===== src/logic/flash_cmd_map.vh =====
// opcode, byte-count and lock-bit constants for the flash command interpreter
`ifndef FLASH_CMD_MAP_VH
`define FLASH_CMD_MAP_VH
`define OP_WRITE_ARM 8'h06
`define OP_WRITE_DISARM 8'h04
`define OP_STATUS_WRITE 8'h01
`define OP_STATUS_READ 8'h05
`define OP_PAGE_WRITE 8'h02
`define OP_SMALL_WIPE 8'h20
`define OP_LARGE_WIPE_A 8'h52
`define OP_LARGE_WIPE_B 8'hD8
`define OP_ARRAY_WIPE_A 8'h60
`define OP_ARRAY_WIPE_B 8'hC7
`define OP_PARAM_READ 8'h5A
`define OP_DUAL_READ 8'h3B
`define OP_SIG_READ 8'hAB
`define OP_SLEEP 8'hB9
`define OP_ID_READ 8'h90
`define OP_OTP_OPEN 8'hB1
`define OP_OTP_CLOSE 8'hC1
`define OP_LOCK_READ 8'h2B
`define OP_LOCK_WRITE 8'h2F
`define ADDR_BYTES 3'd3
`define ID_SKIP_BYTES 3'd2
`define LOCK_BIT 1
`endif


===== src/logic/byte_fifo.v =====
// the byte fifo module sits beside the command decoder, so one design file holds all logic


===== src/logic/spi_flash_cmd_write_latch.v =====
// serial command decoder with write latch, otp mode, lock bit and id output
`timescale 1ns/1ps
`include "flash_cmd_map.vh"
module spi_flash_cmd_write_latch #(
  parameter [7:0] MAKER_ID = 8'hA5,
  parameter [7:0] PART_ID = 8'h5C,
  parameter FIFO_DEPTH = 8
) (
  input wire clk,
  input wire rst_b,
  input wire selB,
  input wire serClk,
  input wire serIn,
  output reg serOut,
  output reg serOutEn,
  output reg writeLatchBit,
  output reg otpMode,
  output reg lockBit,
  output reg sleepMode,
  output reg [7:0] cmdCode,
  output reg [23:0] cmdAddr,
  output reg cmdPulse,
  output wire [7:0] dataByte,
  output wire dataValid,
  input wire dataReady,
  output wire dataStall
);
  // maker and part id defaults are arbitrary
  localparam [5:0] ST_OP = 6'b000001;
  localparam [5:0] ST_ADDR = 6'b000010;
  localparam [5:0] ST_DUMMY = 6'b000100;
  localparam [5:0] ST_DATA = 6'b001000;
  localparam [5:0] ST_OUT = 6'b010000;
  localparam [5:0] ST_IGNORE = 6'b100000;

  reg [2:0] selSync_r;
  reg [2:0] clkSync_r;
  reg [1:0] inSync_r;
  // select idles high, so its stages reset high and no false frame start follows reset
  always @(posedge clk or negedge rst_b) begin
    if (!rst_b) begin
      selSync_r <= 3'b111;
    end else begin
      selSync_r <= {selSync_r[1:0], selB};
    end
  end

  // link clock rests low between frames; a low reset keeps a phantom edge away
  always @(posedge clk or negedge rst_b) begin
    if (!rst_b) begin
      clkSync_r <= 3'b000;
    end else begin
      clkSync_r <= {clkSync_r[1:0], serClk};
    end
  end

  // data needs only two stages, it is read alongside the second clock stage
  always @(posedge clk or negedge rst_b) begin
    if (!rst_b) begin
      inSync_r <= 2'b00;
    end else begin
      inSync_r <= {inSync_r[0], serIn};
    end
  end
  // edges judged on stages two and three only, never the first flop
  wire selLow = !selSync_r[1];
  wire selRise = selSync_r[1] && !selSync_r[2];
  wire clkRise = clkSync_r[1] && !clkSync_r[2];
  wire clkFall = !clkSync_r[1] && clkSync_r[2];
  wire bitIn = inSync_r[1];

  reg [5:0] state_r;
  reg [7:0] shift_r;
  reg [2:0] bitCnt_r;
  reg [2:0] byteCnt_r;
  reg [7:0] op_r;
  reg oneByte_r;
  reg idSel_r;
  reg idSecond_r;
  reg [7:0] outShift_r;
  wire [7:0] byteNow = {shift_r[6:0], bitIn};
  wire byteDone = selLow && clkRise && (bitCnt_r == 3'd7);

  wire fifoReady;
  assign dataStall = !fifoReady;
  wire fifoPush = byteDone && state_r == ST_DATA;
  byte_fifo #(.WIDTH(8), .DEPTH(FIFO_DEPTH), .AW(3)) dataFifo (
    .clk(clk),
    .rst_b(rst_b),
    .inData(byteNow),
    .inValid(fifoPush),
    .inReady(fifoReady),
    .outData(dataByte),
    .outValid(dataValid),
    .outReady(dataReady)
  );

  function needsAddr;
    input [7:0] op;
    begin
      needsAddr = op == `OP_PAGE_WRITE || op == `OP_SMALL_WIPE || op == `OP_LARGE_WIPE_A ||
        op == `OP_LARGE_WIPE_B || op == `OP_PARAM_READ || op == `OP_DUAL_READ ||
        op == `OP_ID_READ;
    end
  endfunction

  function knownOp;
    input [7:0] op;
    begin
      knownOp = needsAddr(op) || op == `OP_WRITE_ARM || op == `OP_WRITE_DISARM ||
        op == `OP_STATUS_WRITE || op == `OP_STATUS_READ || op == `OP_ARRAY_WIPE_A ||
        op == `OP_ARRAY_WIPE_B || op == `OP_SIG_READ || op == `OP_SLEEP ||
        op == `OP_OTP_OPEN || op == `OP_OTP_CLOSE || op == `OP_LOCK_READ ||
        op == `OP_LOCK_WRITE;
    end
  endfunction

  wire modOp = op_r == `OP_PAGE_WRITE || op_r == `OP_SMALL_WIPE || op_r == `OP_LARGE_WIPE_A ||
    op_r == `OP_LARGE_WIPE_B || op_r == `OP_ARRAY_WIPE_A || op_r == `OP_ARRAY_WIPE_B ||
    op_r == `OP_STATUS_WRITE;
  // a modifying command completes at select rise, only when armed and byte aligned
  wire cmdEnd = selRise && bitCnt_r == 3'd0 && state_r != ST_IGNORE && state_r != ST_OP;
  wire modDone = cmdEnd && modOp && writeLatchBit &&
    (op_r == `OP_ARRAY_WIPE_A || op_r == `OP_ARRAY_WIPE_B || byteCnt_r == `ADDR_BYTES ||
    state_r == ST_DATA);
  wire oneEnd = selRise && bitCnt_r == 3'd0 && oneByte_r;

  // single-byte commands act only when select rises on the byte edge
  always @(posedge clk or negedge rst_b) begin
    if (!rst_b) begin
      writeLatchBit <= 1'b0;
    end else if (modDone) begin
      writeLatchBit <= 1'b0;
    end else if (oneEnd && op_r == `OP_WRITE_ARM) begin
      writeLatchBit <= 1'b1;
    end else if (oneEnd && op_r == `OP_WRITE_DISARM) begin
      writeLatchBit <= 1'b0;
    end
  end

  always @(posedge clk or negedge rst_b) begin
    if (!rst_b) begin
      otpMode <= 1'b0;
    end else if (oneEnd && op_r == `OP_OTP_OPEN) begin
      otpMode <= 1'b1;
    end else if (oneEnd && op_r == `OP_OTP_CLOSE) begin
      otpMode <= 1'b0;
    end
  end

  // no path clears it, short of a power-on reset
  always @(posedge clk or negedge rst_b) begin
    if (!rst_b) begin
      lockBit <= 1'b0;
    end else if (oneEnd && op_r == `OP_LOCK_WRITE) begin
      lockBit <= 1'b1;
    end
  end

  // wake takes effect at select rise, so the mode never flips inside a frame
  always @(posedge clk or negedge rst_b) begin
    if (!rst_b) begin
      sleepMode <= 1'b0;
    end else if (oneEnd && op_r == `OP_SLEEP) begin
      sleepMode <= 1'b1;
    end else if (cmdEnd && op_r == `OP_SIG_READ) begin
      sleepMode <= 1'b0;
    end
  end

  // one-clock completion strobe, opcode held for the array engine
  always @(posedge clk or negedge rst_b) begin
    if (!rst_b) begin
      cmdCode <= 8'h00;
      cmdPulse <= 1'b0;
    end else begin
      cmdPulse <= modDone;
      if (modDone) begin
        cmdCode <= op_r;
      end
    end
  end

  // the pin changes on the falling link edge, a half period before the host samples
  always @(posedge clk or negedge rst_b) begin
    if (!rst_b) begin
      serOut <= 1'b0;
      serOutEn <= 1'b0;
    end else if (!selLow) begin
      serOutEn <= 1'b0;
    end else if (clkFall && state_r == ST_OUT) begin
      serOut <= outShift_r[7];
      serOutEn <= 1'b1;
    end
  end

  always @(posedge clk or negedge rst_b) begin
    if (!rst_b) begin
      state_r <= ST_OP;
      shift_r <= 8'h00;
      bitCnt_r <= 3'd0;
      byteCnt_r <= 3'd0;
      op_r <= 8'h00;
      oneByte_r <= 1'b0;
      idSel_r <= 1'b0;
      idSecond_r <= 1'b0;
      outShift_r <= 8'h00;
      cmdAddr <= 24'h00_0000;
    end else begin
      if (!selLow) begin
        state_r <= ST_OP;
        bitCnt_r <= 3'd0;
        byteCnt_r <= 3'd0;
        oneByte_r <= 1'b0;
      end else begin
        if (clkFall && state_r == ST_OUT) begin
          outShift_r <= {outShift_r[6:0], 1'b0};
        end
        if (clkRise) begin
          shift_r <= byteNow;
          bitCnt_r <= bitCnt_r + 3'd1;
          if (state_r == ST_OUT && bitCnt_r == 3'd7) begin
            // alternate the two id bytes for as long as clocks continue
            outShift_r <= (idSel_r ^ idSecond_r) ? MAKER_ID : PART_ID;
            idSecond_r <= !idSecond_r;
          end
        end
        if (byteDone) begin
          oneByte_r <= 1'b0;
          case (state_r)
            ST_OP: begin
              op_r <= byteNow;
              byteCnt_r <= 3'd0;
              if (sleepMode && byteNow != `OP_SIG_READ) begin
                state_r <= ST_IGNORE;
              end else if (!knownOp(byteNow)) begin
                state_r <= ST_IGNORE;
                op_r <= 8'h00;
              end else if (needsAddr(byteNow)) begin
                state_r <= ST_ADDR;
              end else begin
                state_r <= ST_DATA;
                oneByte_r <= 1'b1;
              end
            end
            ST_ADDR: begin
              cmdAddr <= {cmdAddr[15:0], byteNow};
              byteCnt_r <= byteCnt_r + 3'd1;
              if (op_r == `OP_ID_READ && byteCnt_r == `ID_SKIP_BYTES) begin
                idSel_r <= byteNow[0];
                idSecond_r <= 1'b0;
                outShift_r <= byteNow[0] ? PART_ID : MAKER_ID;
                state_r <= ST_OUT;
              end else if (byteCnt_r == `ADDR_BYTES - 3'd1) begin
                if (op_r == `OP_PARAM_READ || op_r == `OP_DUAL_READ) state_r <= ST_DUMMY;
                else state_r <= ST_DATA;
              end
            end
            ST_DUMMY: begin
              state_r <= ST_DATA;
            end
            default: begin
              state_r <= state_r;
            end
          endcase
        end
      end
    end
  end
endmodule

// small valid/ready fifo for captured bytes; pointers carry one extra wrap bit
module byte_fifo #(
  parameter WIDTH = 8,
  parameter DEPTH = 8,
  parameter AW = 3
) (
  input wire clk,
  input wire rst_b,
  input wire [WIDTH-1:0] inData,
  input wire inValid,
  output wire inReady,
  output wire [WIDTH-1:0] outData,
  output wire outValid,
  input wire outReady
);
  // depth must be two to the power aw, full and empty rely on the wrap bit
  reg [WIDTH-1:0] mem [0:DEPTH-1];
  reg [AW:0] wrPtr_r;
  reg [AW:0] rdPtr_r;
  wire full = (wrPtr_r[AW] != rdPtr_r[AW]) && (wrPtr_r[AW-1:0] == rdPtr_r[AW-1:0]);
  wire empty = wrPtr_r == rdPtr_r;
  assign inReady = !full;
  assign outValid = !empty;
  assign outData = mem[rdPtr_r[AW-1:0]];
  always @(posedge clk) begin
    if (inValid && !full) mem[wrPtr_r[AW-1:0]] <= inData;
  end
  always @(posedge clk or negedge rst_b) begin
    if (!rst_b) begin
      wrPtr_r <= {(AW+1){1'b0}};
      rdPtr_r <= {(AW+1){1'b0}};
    end else begin
      if (inValid && !full) wrPtr_r <= wrPtr_r + 1'b1;
      if (outReady && !empty) rdPtr_r <= rdPtr_r + 1'b1;
    end
  end
endmodule


===== config.mk =====
export PLATFORM = sky130hd
export DESIGN_NAME = spi_flash_cmd_write_latch
export DESIGN_NICKNAME = d
export VERILOG_FILES = /design/src/logic/byte_fifo.v /design/src/logic/spi_flash_cmd_write_latch.v
export VERILOG_INCLUDE_DIRS = /design/src /design/src/logic
export SDC_FILE = /design/constraint.sdc
export NUM_CORES = 1
export LEC_CHECK = 0
export BUFFER_PORTS_ARGS = -buffer_cell sky130_fd_sc_hd__buf_2
export CAP_MARGIN = 0
export CORE_ASPECT_RATIO = 0.7
export CORE_MARGIN = 3
export CORE_UTILIZATION = 35
export DETAILED_ROUTE_END_ITERATION = 8
export PLACE_DENSITY = 0.53
export SLEW_MARGIN = 20
export SYNTH_ARGS = -nofsm -noshare
export SYNTH_HDL_FRONTEND = slang
export SYNTH_HIERARCHICAL = 1
export SYNTH_SLANG_ARGS = --single-unit
export TNS_END_PERCENT = 20

===== constraint.sdc =====
create_clock -name clk -period 8.1 [get_ports clk]
set_clock_uncertainty 0.2 [all_clocks]
set_input_delay 0.81 -clock clk [delete_from_list [all_inputs] [get_ports clk]]
set_output_delay 0.81 -clock clk [all_outputs]
set_load 0.03 [all_outputs]

==> Word level (Yosys, flattened, before mapping) <==
Memories as Yosys holds them, arrays and structs flattened.
Cells that the tools add are included.
{ "word_totals": {"elab_cells": 205, "input_bits": 6, "n_memories": 1, "ramBits": 64, "reg_bits": 93, "output_inout_bits": 49} }
{ "memory_table": {"columns": ["name", "words", "width", "read_ports", "rd_ports_with_merged_regs", "write_ports", "line_no", "text"], "rows": [
  ["dataFifo.mem", 8, 8, 1, 0, 1, "spi_flash_cmd_write_latch.v:288", "reg [WIDTH-1:0] mem [0:DEPTH-1];"]
]} }
{ "op_classes": {"bitwise_logic": 2, "reduce_logical": 78, "mux": 46, "eq_ne": 51, "n_addsub": 4} }
{ "ops": {"columns": ["cell", "n"], "rows": [
  ["equality test 8 bit (second input constant)", 14],
  ["two-way mux 8 bit", 10],
  ["equality test 8 x 6 -> 1 bit (second input constant)", 7],
  ["equality test 8 x 7 -> 1 bit (second input constant)", 6],
  ["equality test 8 x 3 -> 1 bit (second input constant)", 5],
  ["two-way mux 6 bit", 6],
  ["logical OR 1 bit", 28],
  ["logical AND 1 bit", 27],
  ["two-way mux 1 bit", 22],
  ["one-hot mux 6 bit (3 select lines)", 1],
  ["equality test 8 x 1 -> 1 bit (second input constant)", 2],
  ["equality test 8 x 2 -> 1 bit (second input constant)", 2],
  ["two-way mux 3 bit", 4],
  ["nonzero test 2 bit", 5],
  ["AND reduction 3 bit", 3],
  ["adder 4 x 1 -> 4 bit (second input constant)", 2],
  ["two-way mux 4 bit", 2],
  ["!= test 8 bit (second input constant)", 1],
  ["zero test 1 bit", 7],
  ["adder 3 x 1 -> 3 bit (second input constant)", 2],
  ["equality test 3 x 2 -> 1 bit (second input constant)", 2],
  ["equality test 6 x 1 -> 1 bit (second input constant)", 1],
  ["equality test 6 x 2 -> 1 bit (second input constant)", 1],
  ["equality test 6 x 3 -> 1 bit (second input constant)", 1],
  ["other kinds (17)", 20]
]} }

==> Logic depth before layout (Yosys ltp) <==
{ "depth": {"depth_word": 24, "ltp_mapped": 9, "mapped_depth_nobuf": 8} }

==> Modules after synthesis <==
The synthesis kept the hierarchy.
{ "modules_own_cells": {"columns": ["module", "seq_area_each_um2", "cells_each", "area_each_um2", "n_inst"], "rows": [
  ["spi_flash_cmd_write_latch", 2132.0, 355, 4062.6, 1],
  ["byte_fifo", 2122.0, 152, 3060.4, 1]
]} }

==> Worst setup path before layout <==
Ideal clock, no wire load.
{ "synth_path": {"path_type": "register to register", "start": "reg clkSync_r[1]", "end": "mem dataFifo.mem[2][0] (enable)", "required_time_ps": 7505, "n_path_buf": 2, "t_arrival_ps": 2391, "setup_time_ps": 395, "stages_incl_launch_ff": 9, "path_slack_ps": 5114, "period_less_slack_ps": 2986, "path_cell_list": "dfrtp_1 > nor2b_1 > bufbuf_16 > nor2b_1 > clkbuf_1 > nand2_1 > nor2_1 > nand2_1 > nor4_1"} }
{ "synth_via": {"elab_chain_len": 7} }
{ "synth_rtl": {"columns": ["item", "line_no", "text"], "rows": [
  ["start, declared", "spi_flash_cmd_write_latch.v:37", "reg [2:0] clkSync_r;"],
  ["start signal, assigned", "spi_flash_cmd_write_latch.v:53", "clkSync_r <= {clkSync_r[1:0], serClk};"],
  ["logical AND 1 bit", "spi_flash_cmd_write_latch.v:68", "wire clkRise = clkSync_r[1] && !clkSync_r[2];"],
  ["logical AND 1 bit (2 in a row)", "spi_flash_cmd_write_latch.v:82", "wire byteDone = selLow && clkRise && (bitCnt_r == 3'd7);"],
  ["logical AND 1 bit", "spi_flash_cmd_write_latch.v:86", "wire fifoPush = byteDone && state_r == ST_DATA;"],
  ["via fifoPush", "spi_flash_cmd_write_latch.v:86", null],
  ["logical AND 1 bit", "spi_flash_cmd_write_latch.v:297", "if (inValid && !full) mem[wrPtr_r[AW-1:0]] <= inData;"],
  ["two-way mux 1 bit", "spi_flash_cmd_write_latch.v:297", null],
  ["two-way mux 1 bit (not written as such)", "spi_flash_cmd_write_latch.v:297", null],
  ["end, declared", "spi_flash_cmd_write_latch.v:288", null]
]} }
The timed path passes the listed nets, and every way through them passes these cells.

==> Worst setup path after layout <==
{ "layout_path": {"start": "reg dataFifo.rdPtr_r[1]", "end": "out dataStall"} }
{ "layout_via": {"elab_chain_len": 2} }
{ "layout_rtl": {"columns": ["item", "line_no", "text"], "rows": [
  ["start, declared", "spi_flash_cmd_write_latch.v:290", "reg [AW:0] rdPtr_r;"],
  ["start signal, assigned", "spi_flash_cmd_write_latch.v:302", "rdPtr_r <= {(AW+1){1'b0}};"],
  ["start signal, assigned", "spi_flash_cmd_write_latch.v:305", "if (outReady && !empty) rdPtr_r <= rdPtr_r + 1'b1;"],
  ["equality test 3 bit", "spi_flash_cmd_write_latch.v:291", "wire full = (wrPtr_r[AW] != rdPtr_r[AW]) && (wrPtr_r[AW-1:0] == rdPtr_r[AW-1:0]);"],
  ["logical AND 1 bit", "spi_flash_cmd_write_latch.v:291", null],
  ["end, declared", "spi_flash_cmd_write_latch.v:26", "output wire dataStall"]
]} }
No other way between the ends.

==> summary.md <==
| Metric | Value |
|---|---|
| # diodes | `0` |
| Worst slew margin relative to its limit | `0.407` |
| Max Freq | `268 MHz` |
| Row count | `42` |
| Floorplan die height | `125 µm` |
| Worst-path fanout max | `21` |
| Power Dens Cells | `274 nW/µm²` |
| DP Area | `7560 µm²` |
| Num CTS Buffers | `17` |
| # clock sinks | `157` |
| CTS H-tree lvls | `4` |
| Synthesis-to-finish area growth | `14.6%` |
| Routed vias | `4283` |
| R2R depth | `7` |
| Asr flop ratio synth | `0.592` |
| Total Neg Setup Slack | `0 ns` |
| Post-CTS Setup Bufs | `0` |
| Yosys cell types | `77` |
| Grt met2 use | `0.190` |
| Final setup viols | `0` |
| Final Hold Viols | `0` |
| CP Launch Type | `register` |
| Worst Path Class, Setup | `reg2out` |
| Clk_lat worst skew | `0.42 ns` |
| Reg2reg start | `clkSync_r[1]` |
| Syn avg cell area | `14.0 µm²` |
| Clock Path Buffers | `2` |
| CTS tree | `yes` |
| First-pass iteration count of the detailed router | `4` |
| Worst VDD drop | `139 µV` |
| DR iter-0 viols | `256` |
| Dpl hpwl | `9.86 mm` |
| Global Route met3 Usage | `0.0373` |
| WL/cell | `17.7 µm` |
| First-pass GRT wire length | `24.3 mm` |
| Max Cap Violations | `0` |
| Initial Util | `0.366` |
| Ranking of synthesized cells by area | `dfrtp_1, edfxtp_1, mux2_2` |
| Period utilization | `0.461` |
| Ys flop type | `dfrtp_1` |
| RD Place Congestion | `0.795` |
| Die X | `177 µm` |
| RSZ-0062 raised after global routing | `false` |
| Gr busiest metal | `met1` |
| Largest net degree at the start of global routing | `54` |
| Mapped Nets | `521` |
| PortBufs | `54` |
| Critical path launch point | `dataFifo/rdPtr_r[1]` |
| Top cell type's share of synthesized area | `0.313` |
| Syn Inst Count | `507` |
| Multi-input combinational cell area | `2620 µm²` |
| Fillers | `1823` |
| Most common cell after layout, fill and taps aside | `dfrtp_1` |
| Status | `finished clean` |
| Yosys warns | `6` |
| Crit path time final | `3.74 ns` |
| CP Data Required Time | `7.09 ns` |
| Nets@finish | `567` |
| FF-to-FF setup slack | `4.61 ns` |
| Sequential element share of the synthesized area | `0.597` |
| Share of cells above drive strength 1 | `0.293` |
| Commonest cells after routing, fill and taps aside | `dfrtp_1, edfxtp_1, buf_2` |
| GR Util All Layers | `0.141` |
| Reg area | `4250 µm²` |
| GR Layer Usage met1 | `0.217` |
| Crit path arrival time | `2.73 ns` |
| Fin area | `8160 µm²` |
| Drt total wl | `14.7 mm` |
| Total Die Area | `22100 µm²` |
| CTS clk-pin slew, worst paths | `0.06 ns` |
| Vias/cell | `5.16` |
| DRC violations left | `0` |
| Post_cts resized | `0` |
| Slew Limit Fails | `0` |
| Mapped Area | `7120 µm²` |
| Total gr overflow | `0` |
| HP Start | `inSync_r[0]` |
| EDFF count, synth | `64` |
| CP endpoint kind | `output pin` |
| Antenna violations before repair | `0` |
| Hold Crit Class | `reg2reg` |
| Worst hold path depth | `0` |
| Cts hold-fix bufs | `0` |
| I/O pins | `55` |
| Remaining antenna violation count after routing | `0` |
| Core box area | `19400 µm²` |
| Vias in the first global route | `4367` |
| Root Buffer Master | `clkbuf_16` |
| Register bit count reported by yosys | `157` |
| Leak Pwr | `3.33 nW` |
| Synth area leader | `dfrtp_1` |
| Worst-margin pin slew | `0.889 ns` |
[sequential cells by signal (all words and copies together), names as in the netlist, 2 cells and up]
| register | flops |
|---|---|
| dataFifo/rdPtr_r | 4 |
| op_r | 8 |
| clkSync_r | 3 |
| inSync_r | 2 |
| state_r | 6 |
| bitCnt_r | 3 |
| selSync_r | 3 |
| dataFifo/wrPtr_r | 4 |
| byteCnt_r | 3 |
| cmdCode | 8 |
| outShift_r | 8 |
| cmdAddr | 24 |
| shift_r | 7 |
| dataFifo/mem | 64 |
[critical path, stage by stage, from the launching register on]
cell and delay, ns:
dfrtp_1 0.92, xor2_1 0.27, nor4_1 0.68, inv_1 0.16
inv_1 0.08, buf_2 0.19
[Yosys cell counts (all sizes together), types with 3 or more instances]
cell      n
buf      20
nand4    10
ha        8
a22o      9
inv      14
dfstp     4
xnor2    12
nand2b    5
mux2     50
nor3      5
nor4      7
or3       5
edfxtp   64
nand3     7
nor4b     4
mux4     16
nor2     38
o2bb2ai   5
or4b      3
clkbuf   11
nor2b     7
o41ai     4
nand2    23
nand3b   11
dfrtp    89
a21oi    18
xor2      6
o21ai     9
[worst paths after layout]
path,to
setup / recovery,dataStall
setup reg to reg,dataFifo/mem[4][4]
max in group asynchronous,outShift_r[2]
hold / removal,inSync_r[1]
min in group asynchronous,dataFifo/rdPtr_r[0]
hold reg to reg,inSync_r[1]
[cell type report]
class                      count  area share
clock buffer                  22      0.0556
inverter                      14     0.00644
clock inverter                10      0.0170
timing repair buffer          59      0.0380
sequential                   157       0.521
multi-input combinational    304       0.321
tap                          264      0.0405
[routing by layer]
layer  vias up  share of wire
met5         -              0
met4         0          0.012
met3        12          0.048
met2       106           0.42
met1      2160           0.52
li1       2005              -
[metrics by stage]
| stage | power, mW | utilization | hold WS (ns) | setup WS, ns | cells |
|---|---|---|---|---|---|
| 2_1_floorplan | 1.35 | - | 0.131 | 5.11 | 507 |
| 3_3_place_gp | 1.44 | 0.389 | 0.136 | 4.50 | 798 |
| 3_5_place_dp | 1.45 | 0.389 | 0.144 | 4.34 | 798 |
| 4_1_cts | 2.27 | 0.419 | 0.158 | 4.27 | 830 |
| 5_1_grt | 2.34 | 0.420 | 0.159 | 4.11 | 830 |
| 6_report | 2.24 | 0.420 | 0.154 | 4.36 | 830 |
[where the power goes]
| group | internal (mW) | total (mW) | switching, mW |
|---|---|---|---|
| registers | 0.888 | 1.03 | 0.141 |
| clock network | 0.493 | 0.804 | 0.311 |
| logic | 0.202 | 0.403 | 0.200 |
| total | 1.58 | 2.24 | 0.652 |
[cell families (layout without fill, tap and decap cells)]
| logic type | Yosys count | in the layout | share of synthesized area |
|---|---|---|---|
| flip-flops | 157 | 157 | 0.597 |
| AND/OR/NAND/NOR | 141 | 141 | 0.112 |
| AO/OA/AOI/OAI | 69 | 69 | 0.0769 |
| multiplexers | 68 | 68 | 0.141 |
| buffers and inverters | 46 | 105 | 0.0360 |
| XOR/XNOR | 18 | 18 | 0.0232 |
| adder cells (fa/ha/maj) | 8 | 8 | 0.0141 |
Power figures use the tool's default switching activity.
